File: src/core/mrsc_defs.svh
`ifndef MRSC_DEFS_SVH
`define MRSC_DEFS_SVH
// Register byte offsets on the AXI4-Lite bus
`define MRSC_OFF_LVSEL 8'h00
`define MRSC_OFF_FLAGS 8'h04
`define MRSC_OFF_WDCTL 8'h08
`define MRSC_OFF_STATUS 8'h0C
`define MRSC_OFF_MODE 8'h10
// Reset values
`define MRSC_LVSEL_RST 8'h55
`define MRSC_WDCTL_RST 8'h53
// Threshold codes
`define MRSC_LV_2V10 8'h55
`define MRSC_LV_2V55 8'h33
`define MRSC_LV_3V15 8'h99
`define MRSC_LV_3V80 8'hAA
// Watchdog key codes
`define MRSC_WD_KEY_DIS 5'h15
`define MRSC_WD_KEY_EN 5'h0A
// Flag bit positions in reset_source_flags
`define MRSC_BIT_WDERR 0
`define MRSC_BIT_LVERR 1
`define MRSC_BIT_LVRST 2
// Status bit positions
`define MRSC_BIT_EXPIRY 0
`define MRSC_BIT_PDOWN 1
// Times
`define MRSC_POR_DELAY_MS 50
`define MRSC_WDT_DELAY_US 16700
`define MRSC_CLK_HZ 10000000
`define MRSC_SLOW_DIV 312
`define MRSC_KEY_DELAY_SLOW 2
`define MRSC_SETTLE_FAST 16
`define MRSC_SETTLE_XTAL 1024
`define MRSC_SETTLE_SLOW 2
`define MRSC_LV_MIN_CYC 16
`endif

File: src/core/mrsc_pkg.sv
package mrsc_pkg;
   typedef enum logic [1:0] {
      MRSC_RUN = 2'b00,
      MRSC_HOLD = 2'b01,
      MRSC_SETTLE = 2'b10
   } mrsc_state_t;
   typedef enum logic [1:0] {
      MRSC_CLK_FAST = 2'b00,
      MRSC_CLK_XTAL = 2'b01,
      MRSC_CLK_SLOW = 2'b10
   } mrsc_clksrc_t;
endpackage : mrsc_pkg

File: src/core/mrsc_reset_ctrl.sv
// What this block does
// All reset sources merge into one reset
// Power-on clears program counter
// Power-on sets port registers to ones
// Power-on holds reset for 50 ms
// Qualified low voltage resets, sets flag
// Short low-voltage glitches are ignored
// Decode four valid threshold codes
// Bad threshold code resets, sets error
// Bad threshold restores select to 0x55
// Brownout reset delayed, select kept
// Brownout disabled in power-down
// Low-voltage flag cleared only by software
// Normal watchdog expiry acts like power-on
// Normal watchdog reset releases after 16.7 ms
// Sleep expiry clears only counter, stack
// Wake waits settle time per clock
// Bad watchdog key resets, sets error
// Key 10101 disables, 01010 enables watchdog
// Bad key reset after slow clock cycles
// Key error flag cleared only by software
// Sleep expiry sets both flags; power-on clears
// Fault requests synchronised to slow clock tick; watchdog expiry is not
//
// Implementation choices: the AXI4-Lite slave port and the placing of the registers.
`include "mrsc_defs.svh"
`timescale 1ns/1ns
`default_nettype none
module mrsc_reset_ctrl
   import mrsc_pkg::*;
#(
   parameter int POR_CYCLES = (`MRSC_POR_DELAY_MS * (`MRSC_CLK_HZ / 1000)),
   parameter int WDT_CYCLES = (`MRSC_WDT_DELAY_US * (`MRSC_CLK_HZ / 1000000)),
   parameter int SLOW_DIV = `MRSC_SLOW_DIV,
   parameter int LV_MIN_CYCLES = `MRSC_LV_MIN_CYC
) (
   input wire logic ref_clk,
   input wire logic rst,
   input wire logic [7:0] s_axi_awaddr,
   input wire logic s_axi_awvalid,
   output logic s_axi_awready,
   input wire logic [31:0] s_axi_wdata,
   input wire logic [3:0] s_axi_wstrb,
   input wire logic s_axi_wvalid,
   output logic s_axi_wready,
   output logic [1:0] s_axi_bresp,
   output logic s_axi_bvalid,
   input wire logic s_axi_bready,
   input wire logic [7:0] s_axi_araddr,
   input wire logic s_axi_arvalid,
   output logic s_axi_arready,
   output logic [31:0] s_axi_rdata,
   output logic [1:0] s_axi_rresp,
   output logic s_axi_rvalid,
   input wire logic s_axi_rready,
   input wire logic lowvolt_detect,
   input wire logic watchdog_timeout,
   input wire logic sleep_mode,
   input wire logic powerdown_mode,
   output logic core_reset,
   output logic pc_clear,
   output logic port_preset,
   output logic watchdog_enable,
   output logic [2:0] wd_period_sel,
   output logic [7:0] lv_threshold_sel,
   output logic [1:0] lv_level
);
   // Check for a valid threshold code
   function automatic logic lv_code_ok(input logic [7:0] c);
      return (c == `MRSC_LV_2V10) || (c == `MRSC_LV_2V55) ||
             (c == `MRSC_LV_3V15) || (c == `MRSC_LV_3V80);
   endfunction : lv_code_ok

   // Check for a valid watchdog key
   function automatic logic wd_key_ok(input logic [4:0] k);
      return (k == `MRSC_WD_KEY_DIS) || (k == `MRSC_WD_KEY_EN);
   endfunction : wd_key_ok

   logic [7:0] lvsel_q;
   logic [7:0] wdctl_q;
   logic lvrst_flag_q;
   logic lverr_flag_q;
   logic wderr_flag_q;
   logic expiry_flag_q;
   logic pdown_flag_q;
   logic [1:0] clksrc_q;
   logic [31:0] slow_cnt_q;
   logic slow_tick;
   logic [31:0] lv_cnt_q;
   logic lv_qual;
   logic [1:0] lverr_cnt_q;
   logic [1:0] wderr_cnt_q;
   logic [1:0] lvrst_cnt_q;
   logic lv_fire;
   logic lverr_fire;
   logic wderr_fire;
   logic wdt_normal;
   logic wdt_sleep;
   mrsc_state_t state_q;
   logic [31:0] hold_q;
   logic aw_q;
   logic w_q;
   logic [7:0] awaddr_q;
   logic [31:0] wdata_q;
   logic [3:0] wstrb_q;
   logic wr_go;
   logic wr_flags;
   logic flag_wr_lvrst;
   logic flag_wr_lverr;
   logic flag_wr_wderr;

   // Slow oscillator tick, one pulse per slow clock cycle
   always_ff @(posedge ref_clk or posedge rst) begin
      if (rst) begin
         slow_cnt_q <= 32'h0000_0000;
      end else if (slow_cnt_q >= 32'(SLOW_DIV - 1)) begin
         slow_cnt_q <= 32'h0000_0000;
      end else begin
         slow_cnt_q <= slow_cnt_q + 32'h0000_0001;
      end
   end
   assign slow_tick = (slow_cnt_q == 32'h0000_0000);

   // Low-voltage qualification; brownout off in power-down
   always_ff @(posedge ref_clk or posedge rst) begin
      if (rst) begin
         lv_cnt_q <= 32'h0000_0000;
      end else if (!lowvolt_detect || powerdown_mode) begin
         lv_cnt_q <= 32'h0000_0000;
      end else if (lv_cnt_q <= 32'(LV_MIN_CYCLES)) begin
         lv_cnt_q <= lv_cnt_q + 32'h0000_0001;
      end
   end
   assign lv_qual = (lv_cnt_q > 32'(LV_MIN_CYCLES));

   // Fault delays counted on slow ticks; requests taken on tick edges
   always_ff @(posedge ref_clk or posedge rst) begin
      if (rst) begin
         lvrst_cnt_q <= 2'b00;
         lverr_cnt_q <= 2'b00;
         wderr_cnt_q <= 2'b00;
      end else if (state_q != MRSC_RUN) begin
         lvrst_cnt_q <= 2'b00;
         lverr_cnt_q <= 2'b00;
         wderr_cnt_q <= 2'b00;
      end else if (slow_tick) begin
         lvrst_cnt_q <= lv_qual ? lvrst_cnt_q + 2'b01 : 2'b00;
         lverr_cnt_q <= lv_code_ok(lvsel_q) ? 2'b00 : lverr_cnt_q + 2'b01;
         wderr_cnt_q <= wd_key_ok(wdctl_q[7:3]) ? 2'b00 : wderr_cnt_q + 2'b01;
      end
   end
   assign lv_fire = slow_tick && lv_qual && (lvrst_cnt_q == 2'(`MRSC_KEY_DELAY_SLOW));
   assign lverr_fire = slow_tick && !lv_code_ok(lvsel_q) &&
                       (lverr_cnt_q == 2'(`MRSC_KEY_DELAY_SLOW));
   assign wderr_fire = slow_tick && !wd_key_ok(wdctl_q[7:3]) &&
                       (wderr_cnt_q == 2'(`MRSC_KEY_DELAY_SLOW));
   assign wdt_normal = watchdog_timeout && watchdog_enable && !sleep_mode;
   assign wdt_sleep = watchdog_timeout && watchdog_enable && sleep_mode;

   // Reset sequencer: power-on hold, fault holds, wake settle
   always_ff @(posedge ref_clk or posedge rst) begin
      if (rst) begin
         state_q <= MRSC_HOLD;
         hold_q <= 32'(POR_CYCLES);
      end else begin
         case (state_q)
            MRSC_RUN: begin
               if (lv_fire || lverr_fire || wderr_fire) begin
                  state_q <= MRSC_HOLD;
                  hold_q <= 32'(POR_CYCLES);
               end else if (wdt_normal) begin
                  state_q <= MRSC_HOLD;
                  hold_q <= 32'(WDT_CYCLES);
               end else if (wdt_sleep) begin
                  state_q <= MRSC_SETTLE;
                  case (clksrc_q)
                     MRSC_CLK_XTAL: hold_q <= 32'(`MRSC_SETTLE_XTAL);
                     MRSC_CLK_SLOW: hold_q <= 32'(`MRSC_SETTLE_SLOW * SLOW_DIV);
                     default: hold_q <= 32'(`MRSC_SETTLE_FAST);
                  endcase
               end
            end
            MRSC_HOLD, MRSC_SETTLE: begin
               if (hold_q <= 32'h0000_0001) begin
                  state_q <= MRSC_RUN;
               end
               hold_q <= hold_q - 32'h0000_0001;
            end
            default: begin
               state_q <= MRSC_HOLD;
               hold_q <= 32'(POR_CYCLES);
            end
         endcase
      end
   end

   // Reset outputs to the core
   assign core_reset = (state_q == MRSC_HOLD);
   assign pc_clear = (state_q != MRSC_RUN);
   assign port_preset = (state_q == MRSC_HOLD);
   assign watchdog_enable = (wdctl_q[7:3] != `MRSC_WD_KEY_DIS);
   assign wd_period_sel = wdctl_q[2:0];
   assign lv_threshold_sel = lvsel_q;

   // Threshold level decode
   always_comb begin
      case (lvsel_q)
         `MRSC_LV_2V55: lv_level = 2'b01;
         `MRSC_LV_3V15: lv_level = 2'b10;
         `MRSC_LV_3V80: lv_level = 2'b11;
         default: lv_level = 2'b00;
      endcase
   end

   // AXI write address and data capture
   always_ff @(posedge ref_clk or posedge rst) begin
      if (rst) begin
         aw_q <= 1'b0;
         w_q <= 1'b0;
         awaddr_q <= 8'h00;
         wdata_q <= 32'h0000_0000;
         wstrb_q <= 4'h0;
      end else if (wr_go) begin
         aw_q <= 1'b0;
         w_q <= 1'b0;
      end else begin
         if (s_axi_awvalid && s_axi_awready) begin
            aw_q <= 1'b1;
            awaddr_q <= s_axi_awaddr;
         end
         if (s_axi_wvalid && s_axi_wready) begin
            w_q <= 1'b1;
            wdata_q <= s_axi_wdata;
            wstrb_q <= s_axi_wstrb;
         end
      end
   end
   assign s_axi_awready = !aw_q && !s_axi_bvalid;
   assign s_axi_wready = !w_q && !s_axi_bvalid;
   assign wr_go = aw_q && w_q && !s_axi_bvalid;
   assign wr_flags = wr_go && wstrb_q[0] && (awaddr_q[7:2] == 6'(`MRSC_OFF_FLAGS >> 2));
   assign flag_wr_lvrst = wr_flags && !wdata_q[`MRSC_BIT_LVRST];
   assign flag_wr_lverr = wr_flags && !wdata_q[`MRSC_BIT_LVERR];
   assign flag_wr_wderr = wr_flags && !wdata_q[`MRSC_BIT_WDERR];

   // Write response
   always_ff @(posedge ref_clk or posedge rst) begin
      if (rst) begin
         s_axi_bvalid <= 1'b0;
         s_axi_bresp <= 2'b00;
      end else if (wr_go) begin
         s_axi_bvalid <= 1'b1;
         s_axi_bresp <= (awaddr_q[7:2] > 6'(`MRSC_OFF_MODE >> 2)) ? 2'b10 : 2'b00;
      end else if (s_axi_bready) begin
         s_axi_bvalid <= 1'b0;
      end
   end

   // Control registers; invalid threshold restores power-on code
   always_ff @(posedge ref_clk or posedge rst) begin
      if (rst) begin
         lvsel_q <= `MRSC_LVSEL_RST;
         wdctl_q <= `MRSC_WDCTL_RST;
         clksrc_q <= MRSC_CLK_FAST;
      end else if (lverr_fire) begin
         lvsel_q <= `MRSC_LVSEL_RST;
      end else if (wr_go && wstrb_q[0]) begin
         case (awaddr_q[7:2])
            6'(`MRSC_OFF_LVSEL >> 2): lvsel_q <= wdata_q[7:0];
            6'(`MRSC_OFF_WDCTL >> 2): wdctl_q <= wdata_q[7:0];
            6'(`MRSC_OFF_MODE >> 2): clksrc_q <= wdata_q[1:0];
            default: ;
         endcase
      end
   end

   // Reset source flags: set wins over software clear
   always_ff @(posedge ref_clk or posedge rst) begin
      if (rst) begin
         lvrst_flag_q <= 1'b0;
         lverr_flag_q <= 1'b0;
         wderr_flag_q <= 1'b0;
      end else begin
         if (lv_fire) begin
            lvrst_flag_q <= 1'b1;
         end else if (flag_wr_lvrst) begin
            lvrst_flag_q <= 1'b0;
         end
         if (lverr_fire) begin
            lverr_flag_q <= 1'b1;
         end else if (flag_wr_lverr) begin
            lverr_flag_q <= 1'b0;
         end
         if (wderr_fire) begin
            wderr_flag_q <= 1'b1;
         end else if (flag_wr_wderr) begin
            wderr_flag_q <= 1'b0;
         end
      end
   end

   // Watchdog expiry and power-down flags
   always_ff @(posedge ref_clk or posedge rst) begin
      if (rst) begin
         expiry_flag_q <= 1'b0;
         pdown_flag_q <= 1'b0;
      end else if (state_q == MRSC_RUN) begin
         if (wdt_normal) begin
            expiry_flag_q <= 1'b1;
         end else if (wdt_sleep) begin
            expiry_flag_q <= 1'b1;
            pdown_flag_q <= 1'b1;
         end else if (sleep_mode) begin
            pdown_flag_q <= 1'b1;
         end
      end
   end

   // Read channel
   always_ff @(posedge ref_clk or posedge rst) begin
      if (rst) begin
         s_axi_rvalid <= 1'b0;
         s_axi_rdata <= 32'h0000_0000;
         s_axi_rresp <= 2'b00;
      end else if (s_axi_arvalid && s_axi_arready) begin
         s_axi_rvalid <= 1'b1;
         s_axi_rresp <= 2'b00;
         case (s_axi_araddr[7:2])
            6'(`MRSC_OFF_LVSEL >> 2): s_axi_rdata <= {24'h00_0000, lvsel_q};
            6'(`MRSC_OFF_FLAGS >> 2): s_axi_rdata <= {29'h0000_0000, lvrst_flag_q,
                                                  lverr_flag_q, wderr_flag_q};
            6'(`MRSC_OFF_WDCTL >> 2): s_axi_rdata <= {24'h00_0000, wdctl_q};
            6'(`MRSC_OFF_STATUS >> 2): s_axi_rdata <= {30'h0000_0000, pdown_flag_q,
                                                   expiry_flag_q};
            6'(`MRSC_OFF_MODE >> 2): s_axi_rdata <= {30'h0000_0000, clksrc_q};
            default: begin
               s_axi_rdata <= 32'h0000_0000;
               s_axi_rresp <= 2'b10;
            end
         endcase
      end else if (s_axi_rready) begin
         s_axi_rvalid <= 1'b0;
      end
   end
   assign s_axi_arready = !s_axi_rvalid;
endmodule : mrsc_reset_ctrl
`default_nettype wire

File: config.mk
export PLATFORM = sky130hd
export DESIGN_NAME = mrsc_reset_ctrl
export DESIGN_NICKNAME = d
export VERILOG_FILES = /design/src/core/mrsc_pkg.sv /design/src/core/mrsc_reset_ctrl.sv
export VERILOG_INCLUDE_DIRS = /design/src /design/src/core
export SDC_FILE = /design/constraint.sdc
export NUM_CORES = 1
export LEC_CHECK = 0
export BUFFER_PORTS_ARGS = -buffer_cell sky130_fd_sc_hd__buf_2
export CORE_MARGIN = 10
export CORE_UTILIZATION = 50
export CTS_BUF_LIST = sky130_fd_sc_hd__clkbuf_4
export DETAILED_ROUTE_END_ITERATION = 8
export GPL_TIMING_DRIVEN = 0
export PLACE_DENSITY = 0.75
export SETUP_SLACK_MARGIN = 0.4
export SLEW_MARGIN = 40
export SYNTH_ARGS = -nofsm -noshare
export SYNTH_HDL_FRONTEND = slang
export SYNTH_SLANG_ARGS = --single-unit
export TNS_END_PERCENT = 30
File: constraint.sdc
create_clock -name ref_clk -period 12.4 [get_ports ref_clk]
set_input_delay 2.48 -clock ref_clk [delete_from_list [all_inputs] [get_ports ref_clk]]
set_output_delay 2.48 -clock ref_clk [all_outputs]
set_load 0.02 [all_outputs]
Word-level counts from Yosys, hierarchy flattened
Cells that the tools add are included.

Add/subtract/negate cells: 6. $lt $le $gt $ge: 5. Equal/unequal tests: 23. Multiplexer cells: 47. Bitwise operators: 3. Reduce and logical (&&, ||, !) cells: 67.

Operator list (count): 32-bit two-way mux (6); 32-bit by 1-bit adder with 32-bit output, second input constant (2); 32-bit one-hot mux with 2 select lines (1); 8-bit one-hot mux with 5 select lines (1); 32-bit by 9-bit greater-or-equal comparator with 1-bit output, second input constant (1); 32-bit by 5-bit > comparator with 1-bit output, second input constant (1); 32-bit by 1-bit less-or-equal comparator with 1-bit output, second input constant (1); 32-bit by 5-bit less-or-equal comparator with 1-bit output, second input constant (1); 32-bit zero test (1); 32-bit by 1-bit subtractor with 32-bit output, second input constant (1); 2-bit two-way mux (15); 2-bit nonzero test (14); 8-bit two-way mux (3); 11-bit one-hot mux with 2 select lines (1); 1-bit logical AND (21); 6-bit by 2-bit == test with 1-bit output, second input constant (3); 1-bit two-way mux (18); 8-bit == test, second input constant (2); 6-bit by 1-bit == test with 1-bit output, second input constant (2); 6-bit by 3-bit == test with 1-bit output, second input constant (2); 6-bit zero test (2); 1-bit zero test (11); 2-bit == test, second input constant (5); 2-bit AND reduction (5); 18 further kinds (31).

Bits in registers: 184. Bits of input ports: 63. Output and inout bits: 58. Logic and storage cells: 176.

Longest topological paths before layout
Gate-level depths: netlist (run 1).

Depth in word-level cells: 11. Depth in mapped cells: 11.

Worst setup path before layout (run 1)
No wires, ideal clock.

Path type: input to register. Start: input port s_axi_araddr[3]. End: register s_axi_rdata[0]. Library setup time: 0.128 ns. Arrival time: 3.638 ns. Setup slack: 8.634 ns. Stages: 4. Buffers on the path: 1. Cell sequence: clkbuf_1 > mux4_2 > a22oi_1 > o21ai_0.

Cells in the longest elaborated chain, start to end: 2. Elaborated cells between the ends (all ways): 6.

Ends and longest elaborated chain: start, declared (RTL line mrsc_reset_ctrl.sv:49) `input wire logic [7:0] s_axi_araddr,`; 6-bit by 3-bit == test with 1-bit output, or another cell as far along (RTL line mrsc_reset_ctrl.sv:328) `case (s_axi_araddr[7:2])`; 8-bit one-hot mux with 5 select lines (*) (RTL line mrsc_reset_ctrl.sv:328); end signal, assigned (RTL line mrsc_reset_ctrl.sv:329) `` 6'(`MRSC_OFF_LVSEL >> 2): s_axi_rdata <= {24'h00_0000, lvsel_q}; ``; end signal, assigned (RTL line mrsc_reset_ctrl.sv:330) `` 6'(`MRSC_OFF_FLAGS >> 2): s_axi_rdata <= {29'h0000_0000, lvrst_flag_q, ``; end signal, assigned (RTL line mrsc_reset_ctrl.sv:332) `` 6'(`MRSC_OFF_WDCTL >> 2): s_axi_rdata <= {24'h00_0000, wdctl_q}; ``; end, declared (RTL line mrsc_reset_ctrl.sv:52) `output logic [31:0] s_axi_rdata,`.

Mark *: on every way between the ends. The rest lies on a longest branch, timed or not. A chain may end at the register's enable or synchronous reset.

Final worst setup path (run 1)
Start: register state_q[1]. End: output port pc_clear.

Cells in the longest elaborated chain, start to end: 1.

Ends and longest elaborated chain: start, declared (RTL line mrsc_reset_ctrl.sv:99) `mrsc_state_t state_q;`; start signal, assigned (RTL line mrsc_reset_ctrl.sv:163) `state_q <= MRSC_HOLD;`; start signal, assigned (RTL line mrsc_reset_ctrl.sv:169) `state_q <= MRSC_HOLD;`; start signal, assigned (RTL line mrsc_reset_ctrl.sv:172) `state_q <= MRSC_HOLD;`; 2-bit nonzero test (RTL line mrsc_reset_ctrl.sv:199) `assign pc_clear = (state_q != MRSC_RUN);`; end, declared (RTL line mrsc_reset_ctrl.sv:61) `output logic pc_clear,`.

No other way between the ends.

==> results of run 1 <==
==> cells in the mapped netlist (12+ instances only) <==
cell type  number  share of area [%]
inv_1          25                1.2
a22o_1         21                2.4
nor4_1         21                1.7
nand4_1        14                1.1
and2_1         27                2.2
clkbuf_1       19               0.93
buf_4          32                3.1
o21ai_0        47                3.1
o22ai_1        14                1.1
mux2i_1        15                2.0
dfstp_2        16                5.5
nand2_1        52                2.6
dfrtp_1       140                 46
mux2_2         27                4.0
nor2_1         61                3.0
nand3_1        21                1.4
nor3_1         26                1.7
a21oi_1        18                1.2
ha_1           12                2.0
==> report_power, final <==
part | switching [mW] | internal, mW
Combinational | 0.394 | 0.264
Clock | 0.200 | 0.127
Sequential | 0.114 | 0.618
==> state kept, by name, summed over array words and instances (netlist names), 2 cells and up <==
| register | count |
|---|---|
| wdata_q | 8 |
| awaddr_q | 6 |
| slow_cnt_q | 32 |
| clksrc_q | 2 |
| state_q | 2 |
| wdctl_q | 8 |
| lverr_cnt_q | 2 |
| s_axi_rdata | 8 |
| wderr_cnt_q | 2 |
| lv_threshold_sel | 8 |
| lvrst_cnt_q | 2 |
| lv_cnt_q | 32 |
| hold_q | 32 |
==> critical path, stage by stage, from the launching register on <==
cell,delay [ns]
dfrtp_1,0.42
inv_1,0.09
ha_1,0.14
clkbuf_1,0.33
clkinv_1,0.40
buf_2,0.29
==> how the worst max path moves through the flow <==
stage / depth (start not counted) / end / startpoint
after floorplan: 1 / aw_q / rst
after global placement: 2 / s_axi_rvalid / rst
after detailed placement: 5 / hold_q[25] / watchdog_timeout
after CTS: 5 / pc_clear / state_q[1]
after global routing: 5 / pc_clear / state_q[1]
final: 5 / pc_clear / state_q[1]
==> cell type report <==
| type | count | area, um2 | share of cell area (%) |
|---|---|---|---|
| diodes | 1 | 2.50 | 0.0286 |
| plain buffers | 57 | 353 | 4.04 |
| clock buffers | 17 | 128 | 1.46 |
| clock inverters | 15 | 181 | 2.08 |
| inverters | 26 | 105 | 1.20 |
| multi-input cells | 535 | 3450 | 39.4 |
| flip-flops and latches | 156 | 3920 | 44.9 |
| well taps | 188 | 235 | 2.69 |
| repair buffers | 64 | 365 | 4.18 |
==> through the flow <==
stage                     cell area (um2)  setup WS, ns  power [mW]
after floorplan                      7820          5.74        1.19
after global placement               8370          4.08        1.37
after detailed placement             8430          8.15        1.39
after CTS                            8740          7.63        1.71
after global routing                 8740          7.40        1.82
final                                8740          7.66        1.72
==> cell families after synthesis <==
logic type               after synthesis  share of synthesized area [%]
AND/OR/NAND/NOR                      270                           19.2
flip-flops                           156                           51.4
AO/OA/AOI/OAI                        149                           13.8
buffers and inverters                 83                           5.89
multiplexers                          44                           6.53
adder cells (fa/ha/maj)               12                           1.96
XOR/XNOR                              11                           1.26
other                                  1                         0.0491
==> metal layers <==
layer,up-vias,GRT usage (%)
met5,-,0
met2,202,28.0
met3,19,6.01
met1,2879,22.8
li1,2831,-
met4,0,5.05
==> metrics.cfg, run 1 <==
[timing]
fmax_mhz=211
hold_ws_ns=0.474
rsz0062_at_grt=false
post-route-period-util_pct=38.2
fin_crit_ns=4.74
slew_headroom_pct=45.3
drv_slew=0
finalClockSkew_ns=0.0217
hold_viol=0
finalSetupViolCount=0
tightestPinTransition_ns=0.814
finalSetupTns_ns=0

[routing]
dr.first_iter.drc_count=483
met1Wirelength_um=7870
wl_um=17700
wire_per_inst_um=16.7
dr_wl_met2_um=8320
vias=5931
routed-wl-met3_um=1320
drtAntennaViolNets=0
drc=0
viasPerCell=5.60
firstDrtPassIters=7
top_layer_used=met4

[synthesis]
syn_inst=726
ys_seq_area_share_pct=51.4
syn_area_per_cell_um2=10.5
synth.distinct_cells=74
synth-warning-count=0
synth_edf_count=0
ys_ff_latch=156
synth_area_um2=7640
synthFlopType=dfrtp_1
async_flop_share_pct=100

[final_layout]
n_fill_cell=1335
finalNonFillerCells=1059
mostFrequentLayoutCells=dfrtp_1 (140), buf_2 (65), nor2_1 (61), nand2_1 (52), conb_1 (49)
drive_gt1_share_pct=23.0
layout.nets=932
area_delta_synth_final_pct=14.4
fin_util_pct=57.9
final_common_cell=dfrtp_1

[global_route]
grt_overflow=0
grtUsageTotal_pct=17.8
grt_max_degree=84
grt_first_pass_wirelength_um=29200
grt_pass1_vias=5837
antenna_found_initial=1

[die]
die_h_um=144
core-area_um2=15100
fp.dieW_um=144
io_pins=121
row_count=45
initial_core_util_pct=50.6
dieArea_um2=20600

[worst_setup_path]
r2r_slack_ns=9.57
start_kind=flop
ff2ff_path_depth=7
timing_worst_setup_path_type=flop to output port
path_max_fanout=10
worst_r2r_startpoint=slow_cnt_q[9]
cp-end-kind=output port
worstReg2RegEnd=hold_q[24]
cp.arrival_ns=2.26
worstPathRequired_ns=9.92

[placement]
gp_congestion=0.910
portBuffers=62
dp_cells=1026
dp_hpwl_um=12800

[pwr]
power_density_nw_per_um2=196
leakage_nw=4.10
ir_drop_uv=143

[clocking]
clkLatencyLatePin_ns=0.58
cts_inserted_buffers=17
hold_buffers=0
cts_buffer_depth=2
cts_tree=built
clk_pin_slew_worst_paths_ns=0.14
root_buffer=clkbuf_4
cts-htree-levels=4
clock-sinks=156
cts_setup_buffers=0
cts.repair.resized=0

[min_path]
hold_path_startpoint=pdown_flag_q
min_to=pdown_flag_q
min_delay_path_depth=1
hold_path_class=flop to flop

[flow_run]
drv_cap=0

[outcome]
status=complete, no violations

Note: power is estimated with default switching activity, not from simulation.
==> run 2: changes to the inputs <==
- clock period: 12.4 -> 4.6 ns (I/O delays scaled with it)
==> run 2 against run 1 <==
Die area did not move. Setup slack worse by 6.3 ns. Sequential cell count is the same. First-iteration DRC count shrank 3.5%. Sequential share of layout area fell by 0.10 points. Combinational power increased to 2.7 times the previous value.
==> metrics.cfg, run 2 (same netlist as run 1, synthesis figures left out) <==
[outcome]
status=complete, no violations  ; unchanged

[final_layout]
n_fill_cell=1299  ; was 1335
reg.largest.list=hold_q x32, lv_cnt_q x32, slow_cnt_q x32  ; unchanged
multi_input_area_um2=3450  ; unchanged
area_delta_synth_final_pct=14.7  ; was 14.4%
drive_gt1_share_pct=23.3  ; was 23.0%
final_common_cell=dfrtp_1  ; unchanged
mostFrequentLayoutCells=dfrtp_1 (140), buf_2 (65), nor2_1 (61), nand2_1 (52), conb_1 (49)  ; unchanged
layout.nets=936  ; was 932
final-seq-area_um2=3920  ; unchanged
fin_util_pct=58.1  ; was 57.9%

[worst_setup_path]
ff2ff_path_depth=8  ; was 7
endpoint=pc_clear  ; unchanged
path_max_fanout=10  ; unchanged
worst_r2r_startpoint=slow_cnt_q[12]  ; was slow_cnt_q[9]
cp.arrival_ns=2.31  ; was 2.26 ns
startpoint=state_q[1]  ; unchanged
timing_worst_setup_path_type=flop to output port  ; unchanged
worstPathRequired_ns=3.68  ; was 9.92 ns
r2r_slack_ns=1.79  ; was 9.57 ns
worstReg2RegEnd=hold_q[9]  ; was hold_q[24]
cp-end-kind=output port  ; unchanged
start_kind=flop  ; unchanged

[clocking]
hold_buffers=0  ; unchanged
cts_inserted_buffers=17  ; unchanged
cts_setup_buffers=0  ; unchanged
cts_tree=built  ; unchanged
cts.repair.resized=0  ; unchanged
clkLatencyLatePin_ns=0.57  ; was 0.58 ns
clock-sinks=156  ; unchanged
root_buffer=clkbuf_4  ; unchanged
clk_pin_slew_worst_paths_ns=0.13  ; was 0.14 ns
cts_buffer_depth=2  ; unchanged
cts-htree-levels=4  ; unchanged

[timing]
slew_headroom_pct=45.0  ; was 45.3%
fmax_mhz=309
finalSetupTns_ns=0  ; unchanged
post-route-period-util_pct=70.2
finalSetupViolCount=0  ; unchanged
setup_ws_ns=1.37  ; was 7.66 ns
drv_slew=0  ; unchanged
finalClockSkew_ns=0.0158  ; was 0.0217 ns
fin_crit_ns=3.23
rsz0062_at_grt=false  ; unchanged
tightestPinTransition_ns=0.825  ; was 0.814 ns
hold_viol=0  ; unchanged

[die]
initial_core_util_pct=50.6  ; unchanged
row_count=45  ; unchanged
fp.dieW_um=144  ; unchanged
io_pins=121  ; unchanged
die_h_um=144  ; unchanged
dieArea_um2=20600  ; unchanged
core-area_um2=15100  ; unchanged

[pwr]
power_density_nw_per_um2=518  ; was 196 nW/um2
power.switching_mw=1.88  ; was 707 uW
leakage_nw=4.09  ; was 4.10 nW
ir_drop_uv=346  ; was 143 uV
combPwrFrac_pct=39.5  ; was 38.3%
intPower_mw=2.66  ; was 1.01 mW
p_seq_share_pct=43.4  ; was 42.7%
clockPowerShare_pct=17.1  ; was 19.0%
swShare_pct=41.3  ; was 41.2%

[min_path]
hold_path_class=primary input to asynchronous set/reset pin  ; was flop to flop

[routing]
vias=5965  ; was 5931
drtAntennaViolNets=0  ; unchanged
wire_per_inst_um=16.9  ; was 16.7 um
wl_um=17900  ; was 17700 um
viasPerCell=5.61  ; was 5.60
firstDrtPassIters=5  ; was 7
drc=0  ; unchanged
dr.first_iter.drc_count=466  ; was 483

[placement]
dp_hpwl_um=13100  ; was 12800 um
portBuffers=62  ; unchanged
pre_cts_ws_ns=1.82  ; was 8.15 ns
gp_congestion=0.896  ; was 0.910

[global_route]
grt_max_degree=28  ; was 84
grtUsageTotal_pct=17.7  ; was 17.8%
grt_pass1_vias=5738  ; was 5837
grt_first_pass_wirelength_um=29300  ; was 29200 um
antenna_found_initial=1  ; unchanged
grt_overflow=0  ; unchanged

[flow_run]
drv_cap=0  ; unchanged

==> run 2: cell count changes in the layout (fill, tap and decap cells not counted), moves of 2 or more <==
cell        previous run  this run
buf_12                 0         5
clkbuf_4              17        19
clkinv_2               0         2
clkinv_4               5         2
clkinvlp_4             0         5
inv_8                  3         0
==> run 2: power groups by stage <==
stage / clock [mW] / combinational [mW] / sequential [mW]
after CTS: 0.792 / 1.77 / 1.96
after global routing: 0.857 / 1.95 / 2.01
after floorplan: 0 / 1.27 / 1.95
final: 0.777 / 1.79 / 1.97
after detailed placement: 0 / 1.76 / 1.99
after global placement: 0 / 1.72 / 1.98
==> run 2: per-layer routing <==
layer | wire length [um] | part of all wire (%) | GRT usage [%]
met1 | 8040 | 45 | 23.4
met2 | 8350 | 47 | 27.8
met3 | 1300 | 7.2 | 5.21
met4 | 221 | 1.2 | 4.84
met5 | 0 | 0 | 0
==> run 2: worst max-delay path, stage by stage (launching register included) <==
cell and delay, ns:
dfrtp_1 0.42, inv_1 0.08, ha_1 0.15, clkbuf_1 0.35
clkinv_1 0.44, buf_2 0.31
==> run 2: stage by stage <==
| step | total power [mW] | hold WS, ns | std cells | cell area [um2] |
|---|---|---|---|---|
| finish | 4.54 | 0.350 | 1063 | 8760 |
| CTS | 4.52 | 0.330 | 1062 | 8760 |
| global placement | 3.70 | 0.446 | 1024 | 8370 |
| detailed placement | 3.75 | 0.458 | 1030 | 8500 |
| global route | 4.82 | 0.336 | 1063 | 8760 |
| floorplan | 3.22 | 0.423 | 774 | 7830 |
==> run 2: layout make-up <==
cell class | instances | share of cell area, %
Sequential cell | 156 | 44.8
Multi-Input combinational cell | 535 | 39.3
Timing Repair Buffer | 68 | 5.00
Buffer | 57 | 4.03
Tap cell | 188 | 2.68
Clock buffer | 19 | 1.63
Clock inverter | 13 | 1.34
Inverter | 26 | 1.16
Antenna cell | 1 | 0.0286
==> run 2: how the worst min path moves through the flow <==
stage,slack (ns),to
6_report,0.35,wstrb_q[0]
5_1_grt,0.34,lv_threshold_sel[3]
2_1_floorplan,0.42,expiry_flag_q
4_1_cts,0.33,wstrb_q[0]
3_3_place_gp,0.45,pdown_flag_q
3_5_place_dp,0.46,pdown_flag_q
==> run 3: changes to the inputs <==
- clock period: 4.6 -> 3.15 ns (I/O delays scaled with it)
==> run 3 against run 2 <==
Combinational power rose by 48%. Largest power group unchanged. Critical path depth is 1 higher. Global-route usage barely moved. Worst hold slack worse by 0.28 ns. Utilization increased by 0.41 points. Setup slack got worse by 0.93 ns.
==> metrics.cfg, run 3 (same netlist as run 1, synthesis figures left out) <==
[timing]
tightestPinTransition_ns=0.822  ; was 0.825 ns
setup_ws_ns=0.439  ; was 1.37 ns
slew_headroom_pct=45.2  ; was 45.0%
rsz0062_at_grt=true  ; was false
finalClockSkew_ns=0.0219  ; was 0.0158 ns
post-route-period-util_pct=86.1
drv_slew=0  ; unchanged
fin_crit_ns=2.71
finalSetupViolCount=0  ; unchanged
hold_viol=0  ; unchanged
fmax_mhz=369

[routing]
firstDrtPassIters=5  ; unchanged
viasPerCell=5.60  ; was 5.61
drc=0  ; unchanged
wire_per_inst_um=16.8  ; was 16.9 um
drtAntennaViolNets=0  ; unchanged
dr.first_iter.drc_count=488  ; was 466
wl_um=18000  ; was 17900 um
vias=5984  ; was 5965

[die]
fp.dieW_um=144  ; unchanged
die_h_um=144  ; unchanged
initial_core_util_pct=50.6  ; unchanged
core-area_um2=15100  ; unchanged
io_pins=121  ; unchanged
row_count=45  ; unchanged
dieArea_um2=20600  ; unchanged

[worst_setup_path]
worstPathRequired_ns=3.60  ; was 3.68 ns
timing_worst_setup_path_type=flop to flop  ; was flop to output port
path_max_fanout=8  ; was 10
start_kind=flop  ; unchanged
cp.arrival_ns=3.16  ; was 2.31 ns
ff2ff_path_depth=6  ; was 8
cp-end-kind=flop  ; was output port

[placement]
dp_hpwl_um=13100  ; unchanged
pre_cts_ws_ns=0.372  ; was 1.82 ns
portBuffers=62  ; unchanged
gp_congestion=0.896  ; unchanged

[pwr]
ir_drop_uv=506  ; was 346 uV
power_density_nw_per_um2=756  ; was 518 nW/um2
report.power.total_mw=6.67  ; was 4.54 mW
swShare_pct=41.3  ; about the same
p_seq_share_pct=43.2  ; was 43.4%
leakage_nw=4.12  ; was 4.09 nW
clockPowerShare_pct=17.0  ; was 17.1%
power.switching_mw=2.75  ; was 1.88 mW
intPower_mw=3.91  ; was 2.66 mW
combPwrFrac_pct=39.8  ; was 39.5%

[global_route]
antenna_found_initial=1  ; unchanged
grt_max_degree=28  ; unchanged
grt_pass1_vias=5746  ; was 5738
grt_overflow=0  ; unchanged
grtUsageTotal_pct=17.7  ; about the same
grt_first_pass_wirelength_um=29400  ; was 29300 um

[clocking]
clkLatencyLatePin_ns=0.57  ; about the same
clock-sinks=156  ; unchanged
cts_buffer_depth=2  ; unchanged
hold_buffers=0  ; unchanged
root_buffer=clkbuf_4  ; unchanged
cts_inserted_buffers=17  ; unchanged
cts_tree=built  ; unchanged
clk_pin_slew_worst_paths_ns=0.13  ; about the same
cts-htree-levels=4  ; unchanged

[final_layout]
reg.largest.list=hold_q x32, lv_cnt_q x32, slow_cnt_q x32  ; unchanged
final_common_cell=dfrtp_1  ; unchanged
mostFrequentLayoutCells=dfrtp_1 (140), buf_2 (64), nor2_1 (61), nand2_1 (52), conb_1 (49)  ; was dfrtp_1 (140), buf_2 (65), nor2_1 (61), nand2_1 (52), conb_1 (49)
area_delta_synth_final_pct=15.5  ; was 14.7%
layout.nets=940  ; was 936
drive_gt1_share_pct=24.1  ; was 23.3%

[outcome]
status=complete, no violations  ; unchanged

[min_path]
hold_path_class=primary input to asynchronous set/reset pin  ; unchanged

[flow_run]
drv_cap=0  ; unchanged

==> run 3: cell count changes in the layout (fill, tap and decap cells not counted), sizes merged <==
cell	delta
buf	+3
clkbuf	+1
diode	+1
==> run 3: path summary, 6_finish.rpt <==
path / startpoint / to / slack (ns)
max in group asynchronous: rst / wdctl_q[1] / 2.15
min in group ref_clk: s_axi_bready / s_axi_bvalid / 0.23
worst min register to register: slow_cnt_q[0] / slow_cnt_q[0] / 0.48
worst min-delay path: rst / wstrb_q[0] / 0.07
worst max register to register: hold_q[2] / hold_q[27] / 0.44
worst max-delay path: hold_q[2] / hold_q[27] / 0.44
==> run 3: metrics by stage <==
step / cells / util (%) / TNS [ns] / instance area (um2) / hold slack (ns)
finish: 1068 / 58.5 / 0 / 8820 / 0.0656
global route: 1068 / 58.5 / 0 / 8820 / 0.0459
CTS: 1064 / 58.2 / 0 / 8770 / 0.0400
detailed placement: 1030 / 56.3 / 0 / 8500 / 0.458
global placement: 1024 / 55.5 / -51.07 / 8370 / 0.446
floorplan: 774 / - / 0 / 7830 / 0.423
==> run 3: layout make-up <==
cell class                      instances  area (um2)
Fill cell                            1298        6270
Tap cell                              188         235
Clock inverter                         13         118
Antenna cell                            2        5.00
Sequential cell                       156        3920
Multi-Input combinational cell        535        3470
Clock buffer                           19         143
Timing Repair Buffer                   72         468
Buffer                                 57         357
Inverter                               26         103
==> run 3: power by group through the flow <==
stage               Sequential [mW]  Clock, mW  Combinational (mW)
floorplan                      2.84          0                1.85
global placement               2.89          0                2.51
detailed placement             2.90          0                2.57
CTS                            2.86       1.16                2.58
global route                   2.93       1.25                2.89
finish                         2.88       1.13                2.65
==> run 3: worst max-delay path, cell delays in order (launching register included) <==
cell,delay [ns]
dfrtp_1,0.46
or4_4,0.60
nor4_4,0.45
nand4_1,0.43
nor3_1,0.31
o22ai_1,0.11
a22o_1,0.25
==> run 3: layer usage <==
layer | wire (um) | GRT usage (%) | vias up
met3 | 1280 | 5.21 | 19
li1 | - | - | 2842
met2 | 8520 | 27.8 | 208
met5 | 0 | 0 | -
met1 | 7990 | 23.4 | 2915
met4 | 199 | 4.84 | 0
==> run 3: what timing repair did <==
action / CTS / global route
resized for setup: 1 / 6
pin swaps: 1 / 2
setup buffers: 2 / 2
setup endpoints to repair: 9 / 40
gates cloned: 0 / 0
